[src/include/pxa_pkg.sv]
// Register map, field layout and codes for the pixel ALU operand registers
`default_nettype none
package pxa_pkg;
    // Register indices; byte address is four times the index
    localparam logic [7:0] IDX_FG_MIX = 8'h48;
    localparam logic [7:0] IDX_BG_MIX = 8'h49;
    localparam logic [7:0] IDX_CMP_COND = 8'h4A;
    localparam logic [7:0] IDX_CMP_VALUE = 8'h4C;
    localparam logic [7:0] IDX_PLANE_MASK = 8'h50;
    localparam logic [7:0] IDX_CARRY_MASK = 8'h54;
    localparam logic [7:0] IDX_FG_COLOUR = 8'h58;
    localparam logic [7:0] IDX_BG_COLOUR = 8'h5C;
    localparam logic [7:0] IDX_DIM_WIDTH = 8'h60;
    localparam logic [7:0] IDX_DIM_HEIGHT = 8'h62;
    localparam logic [7:0] IDX_MASK_ORG_X = 8'h6C;
    localparam logic [7:0] IDX_MASK_ORG_Y = 8'h6E;
    localparam logic [7:0] IDX_SRC_X = 8'h70;
    localparam logic [7:0] IDX_SRC_Y = 8'h72;
    localparam logic [7:0] IDX_DP_CTRL = 8'h80;
    // Decoded address window
    localparam int ADDR_W = 10;
    localparam logic [1:0] HTRANS_NONSEQ = 2'h2;
    localparam logic [1:0] HTRANS_SEQ = 2'h3;
    localparam logic HRESP_OKAY = 1'h0;
    // Datapath control word fields
    localparam int BG_SRC_LSB = 30;
    localparam int FG_SRC_LSB = 28;
    localparam int PIX_SIZE_LSB = 0;
    localparam logic [1:0] SRC_FIXED_COLOUR = 2'h0;
    localparam logic [1:0] SRC_PIXEL_MAP = 2'h2;
    // Compare condition codes
    localparam logic [2:0] CMP_ALWAYS = 3'h0;
    localparam logic [2:0] CMP_GT = 3'h1;
    localparam logic [2:0] CMP_EQ = 3'h2;
    localparam logic [2:0] CMP_LT = 3'h3;
    localparam logic [2:0] CMP_NEVER = 3'h4;
    localparam logic [2:0] CMP_GE = 3'h5;
    localparam logic [2:0] CMP_NE = 3'h6;
    localparam logic [2:0] CMP_LE = 3'h7;
    // Mix codes: 00..0F boolean truth table, then arithmetic
    localparam logic [3:0] MIX_LOGIC_GRP = 4'h0;
    localparam logic [7:0] MIX_ADD = 8'h10;
    localparam logic [7:0] MIX_SUB_DS = 8'h11;
    localparam logic [7:0] MIX_SUB_SD = 8'h12;
    // Reset values
    localparam logic [31:0] RST_WORD = 32'h0000_0000;
    localparam logic [15:0] RST_HALF = 16'h0000;
    localparam logic [7:0] RST_BYTE = 8'h00;
endpackage
`default_nettype wire

[src/hw/pxa_operand_regs.sv]
// Pixel ALU operand registers with AHB-Lite slave and per-pixel datapath
//
// Operation
// RULE_01: Pattern 1 uses foreground mix and operand
// RULE_02: Pattern 0 uses background mix and operand
// RULE_03: Compare condition true suppresses destination write
// RULE_04: Codes 000-011: always, greater, equal, less
// RULE_05: Codes 100-111: never, ge, ne, le
// RULE_06: Compare value uses pixel-depth low bits only
// RULE_07: Bits above pixel depth are ignored
// RULE_08: Plane mask bit enables update of bit
// RULE_09: Masked bits excluded from arithmetic and compare
// RULE_10: Carry mask zero stops carry to next
// RULE_11: Carry mask splits pixel into sections
// RULE_12: No carry leaves pixel most significant bit
// RULE_13: Fixed foreground source takes foreground colour
// RULE_14: Fixed background source takes background colour
// RULE_15: Width or length register, count minus one
// RULE_16: Height register, count minus one
// RULE_17: Mask map origin offsets relative to destination
// RULE_18: Source coordinates readable and writable
// RULE_19: Foreground source field bits 29-28 decoded
// RULE_20: Pixel size code selects 1,2,4,8 bits
// RULE_21: Write only unblocked, only plane-enabled bits
// RULE_22: Operand registers hold until rewritten
`default_nettype none
module pxa_operand_regs
    import pxa_pkg::*;
(
    input wire logic ref_clk,
    input wire logic sys_rst,
    input wire logic hsel,
    input wire logic [31:0] haddr,
    input wire logic [1:0] htrans,
    input wire logic hwrite,
    input wire logic [2:0] hsize,
    input wire logic [31:0] hwdata,
    input wire logic hready,
    output logic hreadyout,
    output logic hresp,
    output logic [31:0] hrdata,
    input wire logic pix_valid,
    input wire logic pattern_bit,
    input wire logic [31:0] dest_pixel,
    input wire logic [31:0] source_pixel,
    output logic out_valid_r,
    output logic out_write_r,
    output logic [31:0] out_pixel_r,
    output logic [31:0] op_width_or_length_r,
    output logic [31:0] op_height_r,
    output logic [15:0] mask_origin_x_r,
    output logic [15:0] mask_origin_y_r,
    output logic [15:0] source_x_coord_r,
    output logic [15:0] source_y_coord_r
);

    ////////////////////////////////////////////////////////////////////////////////
    // Helpers

    // Sectioned adder: carry gated by mask, none past msb
    function automatic logic [32:0] seg_add(
        input logic [31:0] a,
        input logic [31:0] b,
        input logic cin,
        input logic [31:0] cmask,
        input logic [4:0] msb
    );
        logic [31:0] sum;
        logic c;
        logic co;
        logic top_co;
        sum = 32'h0000_0000;
        c = cin;
        co = 1'b0;
        top_co = 1'b0;
        for (int i = 0; i < 32; i++) begin
            sum[i] = a[i] ^ b[i] ^ c;
            co = (a[i] & b[i]) | (c & (a[i] ^ b[i]));
            if (5'(i) == msb) begin
                top_co = co;
            end
            c = cmask[i] ? co : cin; // RULE_10 RULE_11
            if (5'(i) >= msb) begin
                c = cin; // RULE_12
            end
        end
        return {top_co, sum};
    endfunction

    // Most significant bit index of a pixel
    function automatic logic [4:0] depth_msb(input logic [2:0] code);
        logic [4:0] m;
        unique case (code)
            3'h0: m = 5'h00;
            3'h1: m = 5'h01;
            3'h2: m = 5'h03;
            default: m = 5'h07;
        endcase
        return m; // RULE_20
    endfunction

    // Ones in the active low-order pixel bits
    function automatic logic [31:0] depth_mask(input logic [4:0] msb);
        logic [31:0] m;
        m = 32'h0000_0000;
        for (int i = 0; i < 32; i++) begin
            m[i] = (5'(i) <= msb);
        end
        return m;
    endfunction

    // Mix of destination and second operand
    function automatic logic [31:0] mix_fn(
        input logic [7:0] code,
        input logic [31:0] d,
        input logic [31:0] s,
        input logic [31:0] cmask,
        input logic [4:0] msb
    );
        logic [31:0] r;
        logic [32:0] t;
        r = d;
        t = 33'h0_0000_0000;
        if (code[7:4] == MIX_LOGIC_GRP) begin
            for (int i = 0; i < 32; i++) begin
                r[i] = code[{d[i], s[i]}];
            end
        end else if (code == MIX_ADD) begin
            t = seg_add(d, s, 1'b0, cmask, msb);
            r = t[31:0];
        end else if (code == MIX_SUB_DS) begin
            t = seg_add(d, ~s, 1'b1, cmask, msb);
            r = t[31:0];
        end else if (code == MIX_SUB_SD) begin
            t = seg_add(s, ~d, 1'b1, cmask, msb);
            r = t[31:0];
        end
        return r;
    endfunction

    ////////////////////////////////////////////////////////////////////////////////
    // Registers

    logic [7:0] fg_mix_r;
    logic [7:0] bg_mix_r;
    logic [2:0] cmp_cond_r;
    logic [31:0] cmp_value_r;
    logic [31:0] plane_mask_r;
    logic [31:0] carry_mask_r;
    logic [31:0] fg_colour_r;
    logic [31:0] bg_colour_r;
    logic [31:0] dp_ctrl_r;

    ////////////////////////////////////////////////////////////////////////////////
    // AHB-Lite slave

    logic wr_pend_r;
    logic [7:0] wr_idx_r;
    logic addr_ok;
    logic take;
    logic rd_take;
    logic fwd_hit;

    assign addr_ok = (haddr[31:ADDR_W] == '0) && (haddr[1:0] == 2'h0);
    assign take = hsel && hready && (htrans == HTRANS_NONSEQ || htrans == HTRANS_SEQ);
    assign rd_take = take && !hwrite && addr_ok;
    assign fwd_hit = wr_pend_r && (wr_idx_r == haddr[ADDR_W-1:2]);
    assign hreadyout = 1'b1;
    assign hresp = HRESP_OKAY;

    // Address phase capture
    always_ff @(posedge ref_clk) begin
        if (sys_rst) begin
            wr_pend_r <= 1'b0;
            wr_idx_r <= RST_BYTE;
        end else begin
            wr_pend_r <= take && hwrite && addr_ok;
            if (take) begin
                wr_idx_r <= haddr[ADDR_W-1:2];
            end
        end
    end

    // Write strobe of one register index in its data phase
    function automatic logic wr_hit(input logic [7:0] idx);
        return wr_pend_r && (wr_idx_r == idx);
    endfunction

    // Mix selects
    always_ff @(posedge ref_clk) begin
        if (sys_rst) begin
            fg_mix_r <= RST_BYTE;
            bg_mix_r <= RST_BYTE;
        end else begin
            if (wr_hit(IDX_FG_MIX)) begin
                fg_mix_r <= hwdata[7:0]; // RULE_22
            end
            if (wr_hit(IDX_BG_MIX)) begin
                bg_mix_r <= hwdata[7:0]; // RULE_22
            end
        end
    end

    // Compare condition and value
    always_ff @(posedge ref_clk) begin
        if (sys_rst) begin
            cmp_cond_r <= CMP_ALWAYS;
            cmp_value_r <= RST_WORD;
        end else begin
            if (wr_hit(IDX_CMP_COND)) begin
                cmp_cond_r <= hwdata[2:0]; // RULE_22
            end
            if (wr_hit(IDX_CMP_VALUE)) begin
                cmp_value_r <= hwdata; // RULE_22
            end
        end
    end

    // Plane and carry masks
    always_ff @(posedge ref_clk) begin
        if (sys_rst) begin
            plane_mask_r <= RST_WORD;
            carry_mask_r <= RST_WORD;
        end else begin
            if (wr_hit(IDX_PLANE_MASK)) begin
                plane_mask_r <= hwdata; // RULE_22
            end
            if (wr_hit(IDX_CARRY_MASK)) begin
                carry_mask_r <= hwdata; // RULE_22
            end
        end
    end

    // Fixed colours
    always_ff @(posedge ref_clk) begin
        if (sys_rst) begin
            fg_colour_r <= RST_WORD;
            bg_colour_r <= RST_WORD;
        end else begin
            if (wr_hit(IDX_FG_COLOUR)) begin
                fg_colour_r <= hwdata; // RULE_22
            end
            if (wr_hit(IDX_BG_COLOUR)) begin
                bg_colour_r <= hwdata; // RULE_22
            end
        end
    end

    // Operation size and mask origin
    always_ff @(posedge ref_clk) begin
        if (sys_rst) begin
            op_width_or_length_r <= RST_WORD;
            op_height_r <= RST_WORD;
            mask_origin_x_r <= RST_HALF;
            mask_origin_y_r <= RST_HALF;
        end else begin
            if (wr_hit(IDX_DIM_WIDTH)) begin
                op_width_or_length_r <= hwdata; // RULE_15 RULE_22
            end
            if (wr_hit(IDX_DIM_HEIGHT)) begin
                op_height_r <= hwdata; // RULE_16 RULE_22
            end
            if (wr_hit(IDX_MASK_ORG_X)) begin
                mask_origin_x_r <= hwdata[15:0]; // RULE_17 RULE_22
            end
            if (wr_hit(IDX_MASK_ORG_Y)) begin
                mask_origin_y_r <= hwdata[15:0]; // RULE_17 RULE_22
            end
        end
    end

    // Source coordinates
    always_ff @(posedge ref_clk) begin
        if (sys_rst) begin
            source_x_coord_r <= RST_HALF;
            source_y_coord_r <= RST_HALF;
        end else begin
            if (wr_hit(IDX_SRC_X)) begin
                source_x_coord_r <= hwdata[15:0]; // RULE_18
            end
            if (wr_hit(IDX_SRC_Y)) begin
                source_y_coord_r <= hwdata[15:0]; // RULE_18
            end
        end
    end

    // Datapath control
    always_ff @(posedge ref_clk) begin
        if (sys_rst) begin
            dp_ctrl_r <= RST_WORD;
        end else begin
            if (wr_hit(IDX_DP_CTRL)) begin
                dp_ctrl_r <= hwdata; // RULE_22
            end
        end
    end

    // Read word loaded in address phase; landing write forwarded
    always_ff @(posedge ref_clk) begin
        if (sys_rst) begin
            hrdata <= RST_WORD;
        end else if (!rd_take) begin
            hrdata <= RST_WORD;
        end else begin
            unique case (haddr[ADDR_W-1:2]) // RULE_18
                IDX_SRC_X: hrdata <= {16'h0000, fwd_hit ? hwdata[15:0] : source_x_coord_r};
                IDX_SRC_Y: hrdata <= {16'h0000, fwd_hit ? hwdata[15:0] : source_y_coord_r};
                IDX_DP_CTRL: hrdata <= fwd_hit ? hwdata : dp_ctrl_r;
                default: hrdata <= RST_WORD;
            endcase
        end
    end

    ////////////////////////////////////////////////////////////////////////////////
    // Pixel datapath

    logic [4:0] msb;
    logic [31:0] dmask;
    logic [31:0] pmask;
    logic [1:0] fg_sel;
    logic [1:0] bg_sel;
    logic [31:0] fg_op;
    logic [31:0] bg_op;
    logic [31:0] mix_res;
    logic [32:0] cmp_diff;
    logic c_eq;
    logic c_lt;
    logic c_gt;
    logic inhibit;
    logic [31:0] new_pixel;

    assign msb = depth_msb(dp_ctrl_r[PIX_SIZE_LSB +: 3]); // RULE_20
    assign dmask = depth_mask(msb); // RULE_07
    assign pmask = plane_mask_r & dmask; // RULE_08
    assign fg_sel = dp_ctrl_r[FG_SRC_LSB +: 2];
    assign bg_sel = dp_ctrl_r[BG_SRC_LSB +: 2];

    // Operand source selection; reserved codes fall back to colour
    assign fg_op = (fg_sel == SRC_PIXEL_MAP) ? source_pixel : fg_colour_r; // RULE_13 RULE_19
    assign bg_op = (bg_sel == SRC_PIXEL_MAP) ? source_pixel : bg_colour_r; // RULE_14

    // Mix chosen by pattern bit; masked bits zeroed first
    always_comb begin
        if (pattern_bit) begin
            mix_res = mix_fn(fg_mix_r, dest_pixel & pmask, fg_op & pmask,
                             carry_mask_r, msb); // RULE_01 RULE_09
        end else begin
            mix_res = mix_fn(bg_mix_r, dest_pixel & pmask, bg_op & pmask,
                             carry_mask_r, msb); // RULE_02 RULE_09
        end
    end

    // Colour compare on plane-enabled, depth-limited bits
    assign cmp_diff = seg_add(dest_pixel & pmask, ~(cmp_value_r & pmask), 1'b1,
                              carry_mask_r, msb); // RULE_06 RULE_09 RULE_10
    assign c_eq = ((dest_pixel & pmask) == (cmp_value_r & pmask));
    assign c_lt = !cmp_diff[32];
    assign c_gt = !c_lt && !c_eq;

    always_comb begin
        unique case (cmp_cond_r)
            CMP_ALWAYS: inhibit = 1'b1; // RULE_04
            CMP_GT: inhibit = c_gt; // RULE_04
            CMP_EQ: inhibit = c_eq; // RULE_04
            CMP_LT: inhibit = c_lt; // RULE_04
            CMP_NEVER: inhibit = 1'b0; // RULE_05
            CMP_GE: inhibit = c_gt || c_eq; // RULE_05
            CMP_NE: inhibit = !c_eq; // RULE_05
            CMP_LE: inhibit = c_lt || c_eq; // RULE_05
        endcase
    end

    // Only enabled bits replace destination
    assign new_pixel = ((mix_res & pmask) | (dest_pixel & ~pmask)) & dmask; // RULE_21

    // Output stage
    always_ff @(posedge ref_clk) begin
        if (sys_rst) begin
            out_valid_r <= 1'b0;
            out_write_r <= 1'b0;
            out_pixel_r <= RST_WORD;
        end else begin
            out_valid_r <= pix_valid;
            out_write_r <= pix_valid && !inhibit; // RULE_03 RULE_21
            if (pix_valid) begin
                out_pixel_r <= new_pixel;
            end
        end
    end

endmodule
`default_nettype wire

[config.mk]
export PLATFORM = sky130hd
export DESIGN_NAME = pxa_operand_regs
export DESIGN_NICKNAME = d
export VERILOG_FILES = /design/src/include/pxa_pkg.sv /design/src/hw/pxa_operand_regs.sv
export SDC_FILE = /design/constraint.sdc
export NUM_CORES = 1
export LEC_CHECK = 0
export ABC_AREA = 1
export BUFFER_PORTS_ARGS = -buffer_cell sky130_fd_sc_hd__buf_2
export CAP_MARGIN = 20
export CORE_MARGIN = 8
export CORE_UTILIZATION = 47
export DETAILED_ROUTE_END_ITERATION = 16
export PLACE_DENSITY = 0.72
export SYNTH_ARGS = -nofsm -noshare
export SYNTH_HDL_FRONTEND = slang
export SYNTH_SLANG_ARGS = --single-unit
[constraint.sdc]
create_clock -name ref_clk -period 6.8 [get_ports ref_clk]
set_input_delay 1.02 -clock ref_clk [delete_from_list [all_inputs] [get_ports ref_clk]]
set_output_delay 1.02 -clock ref_clk [all_outputs]
set_load 0.02 [all_outputs]
Word level (Yosys, flattened, before mapping)

Index checks and enable logic that the tools add are counted.

Register bits: 413
Bits of input ports: 140
Word-level logic and storage cells: 2687
Output and inout port bits: 196

Equal/unequal tests: 70
Bitwise operators: 1074
Reductions and logical operators: 40
Order comparisons: 127
Multiplexer cells: 1355

Operators by type and width:

| operator                                                      | count |
|---|---|
| 2-to-1 mux 1 bit                                              | 1274 |
| AND 1 bit                                                     | 429 |
| XOR 1 bit                                                     | 410 |
| 2-to-1 mux 32 bit                                             | 12 |
| AND 32 bit                                                    | 8 |
| < comparator 2 x 4 -> 1 bit, second input constant            | 64 |
| OR 1 bit                                                      | 216 |
| NOT 32 bit                                                    | 5 |
| binary-select mux 1 bit (select 2 bit)                        | 64 |
| == test 8 x 7 -> 1 bit, second input constant                 | 16 |
| one-hot mux 32 bit (3 select lines)                           | 1 |
| == test 5 bit, first input constant                           | 16 |
| less-or-equal comparator 5 bit, first input constant          | 16 |
| >= comparator 5 bit, first input constant                     | 15 |
| == test 8 x 5 -> 1 bit, second input constant                 | 6 |
| == test 4 x 5 -> 1 bit, first input constant                  | 8 |
| >= comparator 4 x 5 -> 1 bit, first input constant            | 8 |
| less-or-equal comparator 4 x 5 -> 1 bit, first input constant | 8 |
| == test 32 bit                                                | 1 |
| 2-to-1 mux 16 bit                                             | 2 |
| OR 32 bit                                                     | 1 |
| logical AND 1 bit                                             | 25 |
| zero test 22 bit                                              | 1 |
| == test 3 x 5 -> 1 bit, first input constant                  | 4 |
| other kinds (24)                                              | 56 |

Longest topological paths before layout

Gate-level depths: netlist (run 1).

Depth in word-level cells: 294
Depth in mapped cells: 33
Depth with buffers taken out: 32

Worst setup path after synthesis (run 1)

OpenSTA, ideal clock, no wires.

Path kind: input -> register
Start point: input port source_pixel[0]
End point: register out_pixel_r[6]
Required time: 6.668 ns
Stages: 25
Setup time: 0.132 ns
Path buffers: 0
Arrival: 5.302 ns
Path slack: 1.366 ns
Cells stage by stage: inv_1 > nand2_1 > nand3_1 > ha_1 > nand2_1 > fa_1 > nor2_1 > fa_1 > nand2_1 > fa_1 > or2_2 > fa_1 > or2_2 > fa_1 > or2_2 > fa_1 > or2_2 > nand2_1 > o211ai_1 > nand2_1 > o21ai_0 > nand2_1 > nand2_1 > o21ai_1 > a21oi_1

Longest elaborated chain between the ends: 65
Elaborated cells between the ends (all ways): 314
Classes of those cells: mux (227); bitwise (87)

RTL lines:

| element                                       | line                                             | source |
|---|---|---|
| start: declaration                            | pxa_operand_regs.sv:45                           | `input wire logic [31:0] source_pixel,` |
| 2-to-1 mux 32 bit (on tied branches)          | pxa_operand_regs.sv:340, pxa_operand_regs.sv:339 |  |
| AND 32 bit (on tied branches)                 | pxa_operand_regs.sv:348, pxa_operand_regs.sv:345 |  |
| AND 1 bit / XOR 1 bit (equally long branches) | pxa_operand_regs.sv:78                           | `co = (a[i] & b[i]) \| (c & (a[i] ^ b[i]));` |
| OR 1 bit                                      | pxa_operand_regs.sv:78                           |  |
| 2-to-1 mux 1 bit                              | pxa_operand_regs.sv:82                           | `c = cmask[i] ? co : cin;` |
| 2-to-1 mux 1 bit                              | pxa_operand_regs.sv:83                           | `if (5'(i) >= msb) begin` |
| 2-to-1 mux 1 bit                              | pxa_operand_regs.sv:134                          | `end else if (code == MIX_SUB_SD) begin` |
| 2-to-1 mux 1 bit                              | pxa_operand_regs.sv:131                          | `end else if (code == MIX_SUB_DS) begin` |
| (+49 left out)                                | --                                               |  |
| 2-to-1 mux 32 bit                             | pxa_operand_regs.sv:134                          |  |
| 2-to-1 mux 32 bit                             | pxa_operand_regs.sv:131                          |  |
| 2-to-1 mux 32 bit                             | pxa_operand_regs.sv:128                          | `end else if (code == MIX_ADD) begin` |
| 2-to-1 mux 32 bit                             | pxa_operand_regs.sv:124                          | `if (code[7:4] == MIX_LOGIC_GRP) begin` |
| 2-to-1 mux 32 bit (*)                         | pxa_operand_regs.sv:344                          | `if (pattern_bit) begin` |
| AND 32 bit (*)                                | pxa_operand_regs.sv:374                          | `assign new_pixel = ((mix_res & pmask) \| (dest_pixel & ~pmask)) & dmask;` |
| OR 32 bit (*)                                 | pxa_operand_regs.sv:374                          |  |
| AND 32 bit (*)                                | pxa_operand_regs.sv:374                          |  |
| end signal: assignment                        | pxa_operand_regs.sv:386                          | `out_pixel_r <= new_pixel;` |
| end: declaration                              | pxa_operand_regs.sv:48                           | `output logic [31:0] out_pixel_r,` |

Mark *: on every way between the ends. The rest lies on a longest branch, timed or not. The select of a mux whose other input is x is not followed.
A chain may end at the register's enable or synchronous reset.

Worst setup path in the final report (run 1)

Start point: register dp_ctrl_r[1]
End point: register out_pixel_r[6]

Longest elaborated chain between the ends: 69
Elaborated cells between the ends (all ways): 404
Classes of those cells: order compare (13); eq/ne (2); mux (230); bitwise (158); reduce/logical (1)

RTL lines:

| element                                              | line                                             | source |
|---|---|---|
| start: declaration                                   | pxa_operand_regs.sv:152                          | `logic [31:0] dp_ctrl_r;` |
| start signal: assignment                             | pxa_operand_regs.sv:293                          | `dp_ctrl_r <= hwdata;` |
| == test 3 x 2 -> 1 bit, or another cell as far along | pxa_operand_regs.sv:93                           | `unique case (code)` |
| one-hot mux 3 bit (3 select lines) (*)               | pxa_operand_regs.sv:93                           |  |
| less-or-equal comparator 1 x 5 -> 1 bit              | pxa_operand_regs.sv:107                          | `m[i] = (5'(i) <= msb);` |
| AND 32 bit                                           | pxa_operand_regs.sv:334                          | `assign pmask = plane_mask_r & dmask;` |
| AND 32 bit                                           | pxa_operand_regs.sv:345, pxa_operand_regs.sv:348 |  |
| NOT 32 bit                                           | pxa_operand_regs.sv:135                          | `t = seg_add(s, ~d, 1'b1, cmask, msb);` |
| AND 1 bit / XOR 1 bit (equally long branches)        | pxa_operand_regs.sv:78                           |  |
| OR 1 bit                                             | pxa_operand_regs.sv:78                           |  |
| (+53 left out)                                       | --                                               |  |
| 2-to-1 mux 32 bit                                    | pxa_operand_regs.sv:134                          |  |
| 2-to-1 mux 32 bit                                    | pxa_operand_regs.sv:131                          |  |
| 2-to-1 mux 32 bit                                    | pxa_operand_regs.sv:128                          |  |
| 2-to-1 mux 32 bit                                    | pxa_operand_regs.sv:124                          |  |
| 2-to-1 mux 32 bit                                    | pxa_operand_regs.sv:344                          |  |
| AND 32 bit                                           | pxa_operand_regs.sv:374                          |  |
| OR 32 bit                                            | pxa_operand_regs.sv:374                          |  |
| AND 32 bit (*)                                       | pxa_operand_regs.sv:374                          |  |

Marked as above.

==> results.md, run 1 <==
| Group | Item | This run |
| --- | --- | --- |
| worst setup path | CP Max Fanout | 10 |
| synth | Number of synthesized flops with an enable pin | 0 |
| synth | Most used standard cells in the synthesized netlist | sky130_fd_sc_hd__nand2_1, sky130_fd_sc_hd__o21ai_0, sky130_fd_sc_hd__nor2_1, sky130_fd_sc_hd__dfxtp_1, sky130_fd_sc_hd__a21oi_1 |
| timing | Fin Clk Skew | 0.0173 ns |
| worst setup path | Reg-to-Reg Start | dp_ctrl_r[1] |
| synth | Sequential element share of the synthesized area | 0.399 |
| worst setup path | Capturing element of the worst setup path | out_pixel_r[6] |
| finish | Antenna cell count | 0 |
| synth | Xor/xnor cell area share of the yosys netlist | 0.00195 |
| cts | CTS tree | built |
| synth | Synthesized cell area | 0.0135 sq mm |
| synth | Register bit count reported by yosys | 269 |
| floorplan | Rows | 62 |
| timing | Headroom to the max-slew limit | 0.273 |
| cts | TritonCTS buffer count | 27 |
| synth | Simple-Gate Fraction of Synth Area | 0.219 |
| grt | Maximum number of pins on one net before global-route repair | 109 |
| drt | First-iteration detailed-routing DRC count | 1228 |
| place | Worst slack after detailed placement | 0.706 ns |
| drt | Number of vias per cell after detailed routing | 5.41 |
| worst setup path | WP data arrival | 6.21 ns |
| power | Power density over the cells | 205 mW/mm^2 |
| synth | Yosys warning count | 0 |
| drt | Antenna violation net count after detailed routing | 0 |
| drt | DRC viols | 0 |
| timing | RSZ-0062 raised after global routing | no |
| worst setup path | Startpoint of the worst setup timing path | dp_ctrl_r[1] |
| grt | GR Overflow Total | 0 |
| timing | Final worst-path setup slack | 0.989 ns |
| run status | Outcome | finished clean |
| synth | Dominant cell type by area after synthesis | sky130_fd_sc_hd__dfxtp_1 |
| worst setup path | Setup slack on the worst flop-to-flop path | 0.99 ns |
| worst setup path | Startpoint Class | register |
| power | Worst supply voltage drop on vdd | 203 uV |
| synth | Library cell with the highest instance count after synthesis | sky130_fd_sc_hd__nand2_1 |
| drt | Average wire length per cell after detail routing | 18.8 um |
| finish | Number of nets at the end of the flow | 2277 |
| place | Detail Placement HPWL | 34700 um |
| cts | Clock H-tree levels | 1 |
| grt | Global router's overall resource usage | 0.265 |
| cts | # hold bufs at CTS | 0 |
| grt | First-pass GRT wire length | 71800 um |
| timing | Final min period | 5.81 ns |
| timing | Portion of the clock cycle consumed by the worst path in the final layout | 0.855 |
| synth | Post-synth cell types | 44 |
| worst setup path | Worst flop-to-flop path endpoint | out_pixel_r[6] |
| floorplan | Die Span X | 185 um |
| worst setup path | Worst Setup End Kind | register |
| power | Leakage power of the design | 7.01 nW |
| timing | Slew @ Worst Pin | 1.08 ns |
| grt | Initial antenna violation count | 1 |
| finish | Fraction of final layout cells with drive strength greater than 1 | 0.181 |
| synth | Main flop type after synthesis | sky130_fd_sc_hd__dfxtp_1 |
| drt | Number of iterations in the first detailed-routing pass | 5 |
| floorplan | Die extent in y | 185 um |
| worst setup path | Endpoint required time on the critical path | 7.20 ns |
| finish | Count of fill cells added during filler insertion | 2800 |
| synth | Area fraction in compound gates after synthesis | 0.224 |
| synth | Largest cells by area after synthesis | sky130_fd_sc_hd__dfxtp_1, sky130_fd_sc_hd__o21ai_0, sky130_fd_sc_hd__a21oi_1 |
| grt | Number of global-route vias before repair | 12900 |
| synth | Area fraction of the dominant cell type after synthesis | 0.399 |
| synth | Adder-cell share of the synthesized area | 0.0627 |
| timing | Setup TNS after final layout | 0 ns |
| synth | Main combinational cell family by area after synthesis | compound AO/OA/AOI/OAI gates |
| place | Count of input and output buffers | 257 |
| cts | Number of post-CTS setup repair buffers | 0 |
| synth | Post-synth ARST share | 0 |
| finish | Synth-to-Final Area Change | 16.9% |
| cts | Clock latency at the later pin of the worst-skew pair | 0.56 ns |
| drt | Vias | 13500 |
| floorplan | Die Outline Area | 0.0344 sq mm |
| flow run | Max-capacitance violation count | 0 |
| floorplan | Floorplan core area | 0.0285 sq mm |
| cts | Number of sinks handled by clock tree synthesis | 269 |
| worst setup path | Worst reg-to-reg path cell count | 25 |
| timing | Final setup vio count | 0 |
| timing | Final number of max-transition violations | 0 |
| timing | Final count of hold timing violations | 0 |
| floorplan | Top-level port count | 336 |
| drt | Wire length after detailed routing | 46900 um |
| cts | Clock edge transition at the registers on the reported setup and hold paths | 0.06 ns |
| place | Routability congestion estimate from global placement | 0.994 |
| worst setup path | Critical path class | register to register |
| synth | Average instance area after synthesis | 7.14 sq um |
| hold path | HP Class | register to register |
| timing | Maximum frequency from static timing analysis | 0.172 GHz |
| synth | Gate count of the mapped netlist | 1891 |
| cts | Clock Root Buffer | sky130_fd_sc_hd__clkbuf_16 |
| floorplan | Initial core utilization | 0.474 |
| cts | Clock buffer depth | 3 |
| synth | Multiplexer share of the synthesized area | 0 |
| cts | Post-CTS sizing | 0 |
[report_power, final]
| part | leakage [nW] | total (W) | internal (W) | switching, W |
|---|---|---|---|---|
| Clock | 0.450 | 0.00152 | 0.000882 | 0.000639 |
| Sequential | 2.17 | 0.00158 | 0.00158 | 0.00000276 |
| Combinational | 4.39 | 0.000138 | 0.0000340 | 0.000104 |
[final cells by class]
type                    count  area (sq um)  area share
well taps                 384           480      0.0305
multi-input cells        1355          6980       0.442
repair buffers            268          1370      0.0868
inverters                 170           641      0.0406
clock inverters             8          92.6     0.00587
flip-flops and latches    269          5390       0.341
clock buffers              41           828      0.0525
[sequential cells by signal, indices dropped and copies added, names as in the netlist, 16 cells and up]
register              flops
mask_origin_y_r          16
hrdata                   32
source_x_coord_r         16
source_y_coord_r         16
dp_ctrl_r                32
op_width_or_length_r     32
op_height_r              32
mask_origin_x_r          16
[metal layers]
metal  part of all wire  vias to the layer above  wire (um)  track usage
li1                   -                     6587          -            -
met1               0.40                     6241      18700        0.323
met2               0.47                      571      22000        0.443
met3               0.10                       96       4710       0.0709
met4              0.033                        2       1560       0.0957
met5            0.00026                        -         12            0
[cell usage in the layout (no fill, tap or decap), types with 7 or more instances in the layout]
cell type / synthesis / final
sky130_fd_sc_hd__nor4_1: 13 / 12
sky130_fd_sc_hd__nand2_1: 280 / 280
sky130_fd_sc_hd__fa_1: 36 / 36
sky130_fd_sc_hd__ha_1: 10 / 10
sky130_fd_sc_hd__dfxtp_1: 269 / 269
sky130_fd_sc_hd__buf_4: 29 / 11
sky130_fd_sc_hd__nand3_1: 53 / 53
sky130_fd_sc_hd__nor2_2: 5 / 7
sky130_fd_sc_hd__nand4_1: 9 / 9
sky130_fd_sc_hd__nand2_2: 7 / 7
sky130_fd_sc_hd__o21ai_0: 277 / 277
sky130_fd_sc_hd__inv_2: 15 / 15
sky130_fd_sc_hd__a21oi_1: 233 / 233
sky130_fd_sc_hd__o21ai_1: 29 / 29
sky130_fd_sc_hd__conb_1: 2 / 26
sky130_fd_sc_hd__o211ai_1: 14 / 14
sky130_fd_sc_hd__nor2_1: 271 / 269
sky130_fd_sc_hd__clkbuf_16: 0 / 27
sky130_fd_sc_hd__nor3_1: 20 / 18
sky130_fd_sc_hd__or2_2: 24 / 24
sky130_fd_sc_hd__buf_2: 18 / 257
sky130_fd_sc_hd__a211oi_1: 13 / 13
sky130_fd_sc_hd__inv_1: 149 / 148
sky130_fd_sc_hd__clkbuf_8: 0 / 10
[through the flow]
step           utilization  power (W)  instances  cell area, sq um  hold slack, ns
6_report             0.554    0.00324       2495             15800           0.445
5_1_grt              0.554    0.00333       2495             15800           0.462
4_1_cts              0.554    0.00326       2495             15800           0.449
3_5_place_dp         0.522    0.00175       2446             14900           0.439
3_3_place_gp         0.522    0.00175       2446             14900           0.435
2_1_floorplan            -    0.00169       1915             13600           0.424
[worst min path at each step]
| stage | startpoint | to | cells past startpoint |
|---|---|---|---|
| CTS | bg_mix_r[6] | bg_mix_r[6] | 2 |
| global route | bg_mix_r[6] | bg_mix_r[6] | 2 |
| finish | bg_mix_r[6] | bg_mix_r[6] | 2 |
| floorplan | bg_mix_r[7] | bg_mix_r[7] | 2 |
| global placement | bg_mix_r[7] | bg_mix_r[7] | 2 |
| detailed placement | bg_mix_r[6] | bg_mix_r[6] | 2 |
[cell families after synthesis]
group / count (synthesis)
compound gates: 581
xor+xnor: 3
fa+ha+maj: 46
buf+inv: 291
flops: 269
other cells: 2
simple gates: 699
[critical path, cell delays in order, from the launching register on]
cell                       delay [ns]
sky130_fd_sc_hd__dfxtp_1         0.41
sky130_fd_sc_hd__inv_1           0.11
sky130_fd_sc_hd__nand2_1         0.13
sky130_fd_sc_hd__inv_2           0.07
sky130_fd_sc_hd__nor2_2          0.21
sky130_fd_sc_hd__nand2_1         0.39
sky130_fd_sc_hd__fa_1            0.54
sky130_fd_sc_hd__nor2_1          0.16
sky130_fd_sc_hd__fa_1            0.18
sky130_fd_sc_hd__nand2_1         0.07
sky130_fd_sc_hd__fa_1            0.36
sky130_fd_sc_hd__or2_2           0.31
sky130_fd_sc_hd__fa_1            0.36
sky130_fd_sc_hd__or2_2           0.31
sky130_fd_sc_hd__fa_1            0.35
sky130_fd_sc_hd__or2_2           0.31
sky130_fd_sc_hd__fa_1            0.42
sky130_fd_sc_hd__or2_2           0.29
sky130_fd_sc_hd__nand2_1         0.06
sky130_fd_sc_hd__o211ai_1        0.08
sky130_fd_sc_hd__nand2_1         0.06
sky130_fd_sc_hd__o21ai_0         0.08
sky130_fd_sc_hd__nand2_1         0.08
sky130_fd_sc_hd__nand2_1         0.08
sky130_fd_sc_hd__o21ai_1         0.15
sky130_fd_sc_hd__a21oi_1         0.07
Note: power is estimated with default switching activity, not from simulation.
==> run 2, diff against run 1 <==
--- a/config.mk
+++ b/config.mk
@@ -11,7 +11,7 @@
 export CORE_MARGIN = 8
 export CORE_UTILIZATION = 47
 export DETAILED_ROUTE_END_ITERATION = 16
-export PLACE_DENSITY = 0.72
+export PLACE_DENSITY_LB_ADDON = 0.15
 export SYNTH_ARGS = -nofsm -noshare
 export SYNTH_HDL_FRONTEND = slang
 export SYNTH_SLANG_ARGS = --single-unit
==> run 2 against run 1 <==
Net effect: worst setup slack lost 0.070 ns; core utilization grew 0.097 points; maximum frequency shrank 1.2%; cell count is essentially flat; global-route usage grew 0.58 points; flip-flop and latch count is the same; clock skew grew 0.0062 ns; sequential share of layout area shrank 0.060 points; design area grew 0.17%; critical path type unchanged; count of clock-buffer cells in the layout shrank 5; die area is the same.
==> results.md, run 2 (synthesis gave the netlist of run 1 again) <==
| Group | Item | This run | vs previous |
| --- | --- | --- | --- |
| power | Switching share of total power | 0.233 | +0.00308 |
| cts | Clock edge transition at the registers on the reported setup and hold paths | 0.07 ns | about the same |
| place | Instance area at placement | 0.0149 sq mm | unchanged |
| place | Count of input and output buffers | 257 | unchanged |
| finish | Fraction of final layout cells with drive strength greater than 1 | 0.183 | +0.00181 |
| timing | Final setup vio count | 0 | unchanged |
| finish | Synth-to-Final Area Change | 17.1% |  |
| grt | Global router's overall resource usage | 0.270 | +0.00576 |
| grt | GR Overflow Total | 0 | unchanged |
| power | Power density over the cells | 208 mW/mm^2 | +1.3% |
| power | Relative contribution of combinational cells to total power | 0.042 | about the same |
| power | Clock share of power | 0.477 | +0.008 |
| worst setup path | Worst Setup End Kind | register |  |
| floorplan | Rows | 62 | unchanged |
| power | Worst supply voltage drop on vdd | 189 uV | -6.8% |
| cts | Number of post-CTS setup repair buffers | 0 | unchanged |
| place | Detail Placement HPWL | 35200 um | +1.4% |
| floorplan | Top-level port count | 336 | unchanged |
| cts | Clock buffer depth | 3 | unchanged |
| power | Switch Pwr | 0.000767 W | +2.8% |
| worst setup path | Critical path class | register to register |  |
| grt | First-pass GRT wire length | 73300 um | +2.0% |
| power | Sequential fraction of design power | 0.481 | -0.007 |
| floorplan | Initial core utilization | 0.474 | unchanged |
| finish | Commonest non-fill, non-tap cell in the layout | sky130_fd_sc_hd__nand2_1 |  |
| worst setup path | Endpoint required time on the critical path | 7.19 ns | about the same |
| cts | Number of sinks handled by clock tree synthesis | 269 | unchanged |
| cts | Clock H-tree levels | 1 | unchanged |
| drt | DRC viols | 0 | unchanged |
| timing | Final number of max-transition violations | 0 | unchanged |
| worst setup path | Startpoint Class | register |  |
| drt | Antenna violation net count after detailed routing | 0 | unchanged |
| cts | Post-CTS sizing | 0 | unchanged |
| grt | Initial antenna violation count | 2 | +1 |
| floorplan | Die extent in y | 185 um | unchanged |
| floorplan | Floorplan core area | 0.0285 sq mm | unchanged |
| hold path | HP Class | register to register |  |
| floorplan | Die Span X | 185 um | unchanged |
| finish | Commonest cells after routing, fill and taps aside | sky130_fd_sc_hd__nand2_1, sky130_fd_sc_hd__o21ai_0, sky130_fd_sc_hd__nor2_1, sky130_fd_sc_hd__dfxtp_1, sky130_fd_sc_hd__buf_2 |  |
| run status | Outcome | finished clean |  |
| floorplan | Die Outline Area | 0.0344 sq mm | unchanged |
| power | Internal Pwr Total | 0.00252 W | +1.1% |
| cts | TritonCTS buffer count | 28 | +3.7% |
| flow run | Max-capacitance violation count | 0 | unchanged |
| grt | Maximum number of pins on one net before global-route repair | 123 | +13% |
| cts | # hold bufs at CTS | 0 | unchanged |
| finish | Post-Layout Inst Area | 0.0158 sq mm | +0.17% |
| drt | Number of vias per cell after detailed routing | 5.33 | -1.4% |
| grt | Number of global-route vias before repair | 12900 | +0.24% |
| timing | Headroom to the max-slew limit | 0.293 | +0.0193 |
| finish | Number of nets at the end of the flow | 2278 | +0.044% |
| drt | First-iteration detailed-routing DRC count | 1028 | -16% |
| timing | Final min period | 5.88 ns | +0.0701 ns |
| drt | Average wire length per cell after detail routing | 19.0 um | +1.2% |
| power | Leakage power of the design | 7.03 nW | +0.34% |
| finish | Count of fill cells added during filler insertion | 2816 | +0.57% |
| worst setup path | CP Max Fanout | 10 | unchanged |
| timing | Portion of the clock cycle consumed by the worst path in the final layout | 0.865 | +0.0103 |
| timing | Maximum frequency from static timing analysis | 0.170 GHz | -1.2% |
| timing | RSZ-0062 raised after global routing | no |  |
| place | Routability congestion estimate from global placement | 0.974 | -2.0% |
| timing | Fin Clk Skew | 0.0234 ns | +0.00618 ns |
| cts | CTS tree | built |  |
| drt | Wire length after detailed routing | 47600 um | +1.3% |
| timing | Final count of hold timing violations | 0 | unchanged |
| timing | Setup TNS after final layout | 0 ns | unchanged |
| cts | Clock latency at the later pin of the worst-skew pair | 0.55 ns | about the same |
| cts | Clock Root Buffer | sky130_fd_sc_hd__clkbuf_16 |  |
| worst setup path | WP data arrival | 6.27 ns | +0.06 ns |
| drt | Vias | 13300 | -1.3% |
| drt | Number of iterations in the first detailed-routing pass | 5 | unchanged |
| timing | Slew @ Worst Pin | 1.06 ns | -0.0289 ns |
## run 2: cell count changes in the layout (fill, tap and decap cells not counted), sizes merged
| cell | previous run | this run |
|---|---|---|
| clkinv | 9 | 15 |
| clkinvlp | 2 | 1 |
| diode | 0 | 1 |
| bufinv | 1 | 2 |
| clkbuf | 41 | 36 |
## run 2: path summary, 6_finish.rpt
kind / slack [ns] / endpoint / startpoint / depth (start not counted)
setup reg to reg: 0.92 / out_pixel_r[6] / dp_ctrl_r[1] / 25
hold reg to reg: 0.45 / bg_mix_r[6] / bg_mix_r[6] / 2
hold / removal: 0.45 / bg_mix_r[6] / bg_mix_r[6] / 2
setup / recovery: 0.92 / out_pixel_r[6] / dp_ctrl_r[1] / 25
## run 2: area by class of cell
class	instances	area [sq um]	share of cell area
Multi-Input combinational cell	1355	6980	0.442
Clock inverter	14	145	0.00919
Inverter	170	641	0.0405
Tap cell	384	480	0.0304
Antenna cell	1	2.50	0.000158
Clock buffer	36	801	0.0507
Timing Repair Buffer	268	1370	0.0866
Sequential cell	269	5390	0.341
## run 2: layer usage
| layer | wire length, um | vias to the layer above | share of wire | GRT usage |
|---|---|---|---|---|
| met5 | 10 | - | 0.00021 | 0 |
| li1 | - | 6586 | - | - |
| met3 | 3780 | 82 | 0.079 | 0.0578 |
| met4 | 1420 | 2 | 0.030 | 0.0931 |
| met2 | 22600 | 460 | 0.48 | 0.457 |
| met1 | 19700 | 6190 | 0.42 | 0.337 |
## run 2: metrics by stage
| stage | utilization | power (W) | cells | setup WS, ns | hold WS (ns) |
|---|---|---|---|---|---|
| final | 0.555 | 0.00329 | 2497 | 0.919 | 0.447 |
| after global routing | 0.555 | 0.00338 | 2496 | 0.595 | 0.475 |
| after CTS | 0.555 | 0.00330 | 2496 | 0.924 | 0.449 |
| after detailed placement | 0.522 | 0.00175 | 2446 | 0.701 | 0.439 |
| after global placement | 0.522 | 0.00175 | 2446 | 0.741 | 0.433 |
| after floorplan | - | 0.00169 | 1915 | 1.37 | 0.424 |
## run 2: power groups by stage
stage          combinational (W)  clock (W)  sequential, W
6_report                0.000139    0.00157        0.00158
5_1_grt                 0.000150    0.00165        0.00158
4_1_cts                 0.000136    0.00158        0.00158
3_5_place_dp            0.000136          0        0.00162
3_3_place_gp            0.000136          0        0.00162
2_1_floorplan          0.0000781          0        0.00162
## run 2: worst max-delay path, cell delays in order, from the launching register on
cell,delay [ns]
sky130_fd_sc_hd__dfxtp_1,0.40
sky130_fd_sc_hd__inv_1,0.13
sky130_fd_sc_hd__nand2_1,0.15
sky130_fd_sc_hd__inv_2,0.07
sky130_fd_sc_hd__nor2_2,0.21
sky130_fd_sc_hd__nand2_1,0.39
sky130_fd_sc_hd__fa_1,0.53
sky130_fd_sc_hd__nor2_1,0.16
sky130_fd_sc_hd__fa_1,0.19
sky130_fd_sc_hd__nand2_1,0.07
sky130_fd_sc_hd__fa_1,0.37
sky130_fd_sc_hd__or2_2,0.31
sky130_fd_sc_hd__fa_1,0.35
sky130_fd_sc_hd__or2_2,0.31
sky130_fd_sc_hd__fa_1,0.36
sky130_fd_sc_hd__or2_2,0.31
sky130_fd_sc_hd__fa_1,0.43
sky130_fd_sc_hd__or2_2,0.30
sky130_fd_sc_hd__nand2_1,0.07
sky130_fd_sc_hd__o211ai_1,0.08
sky130_fd_sc_hd__nand2_1,0.07
sky130_fd_sc_hd__o21ai_0,0.08
sky130_fd_sc_hd__nand2_1,0.10
sky130_fd_sc_hd__nand2_1,0.05
sky130_fd_sc_hd__o21ai_1,0.15
sky130_fd_sc_hd__a21oi_1,0.08
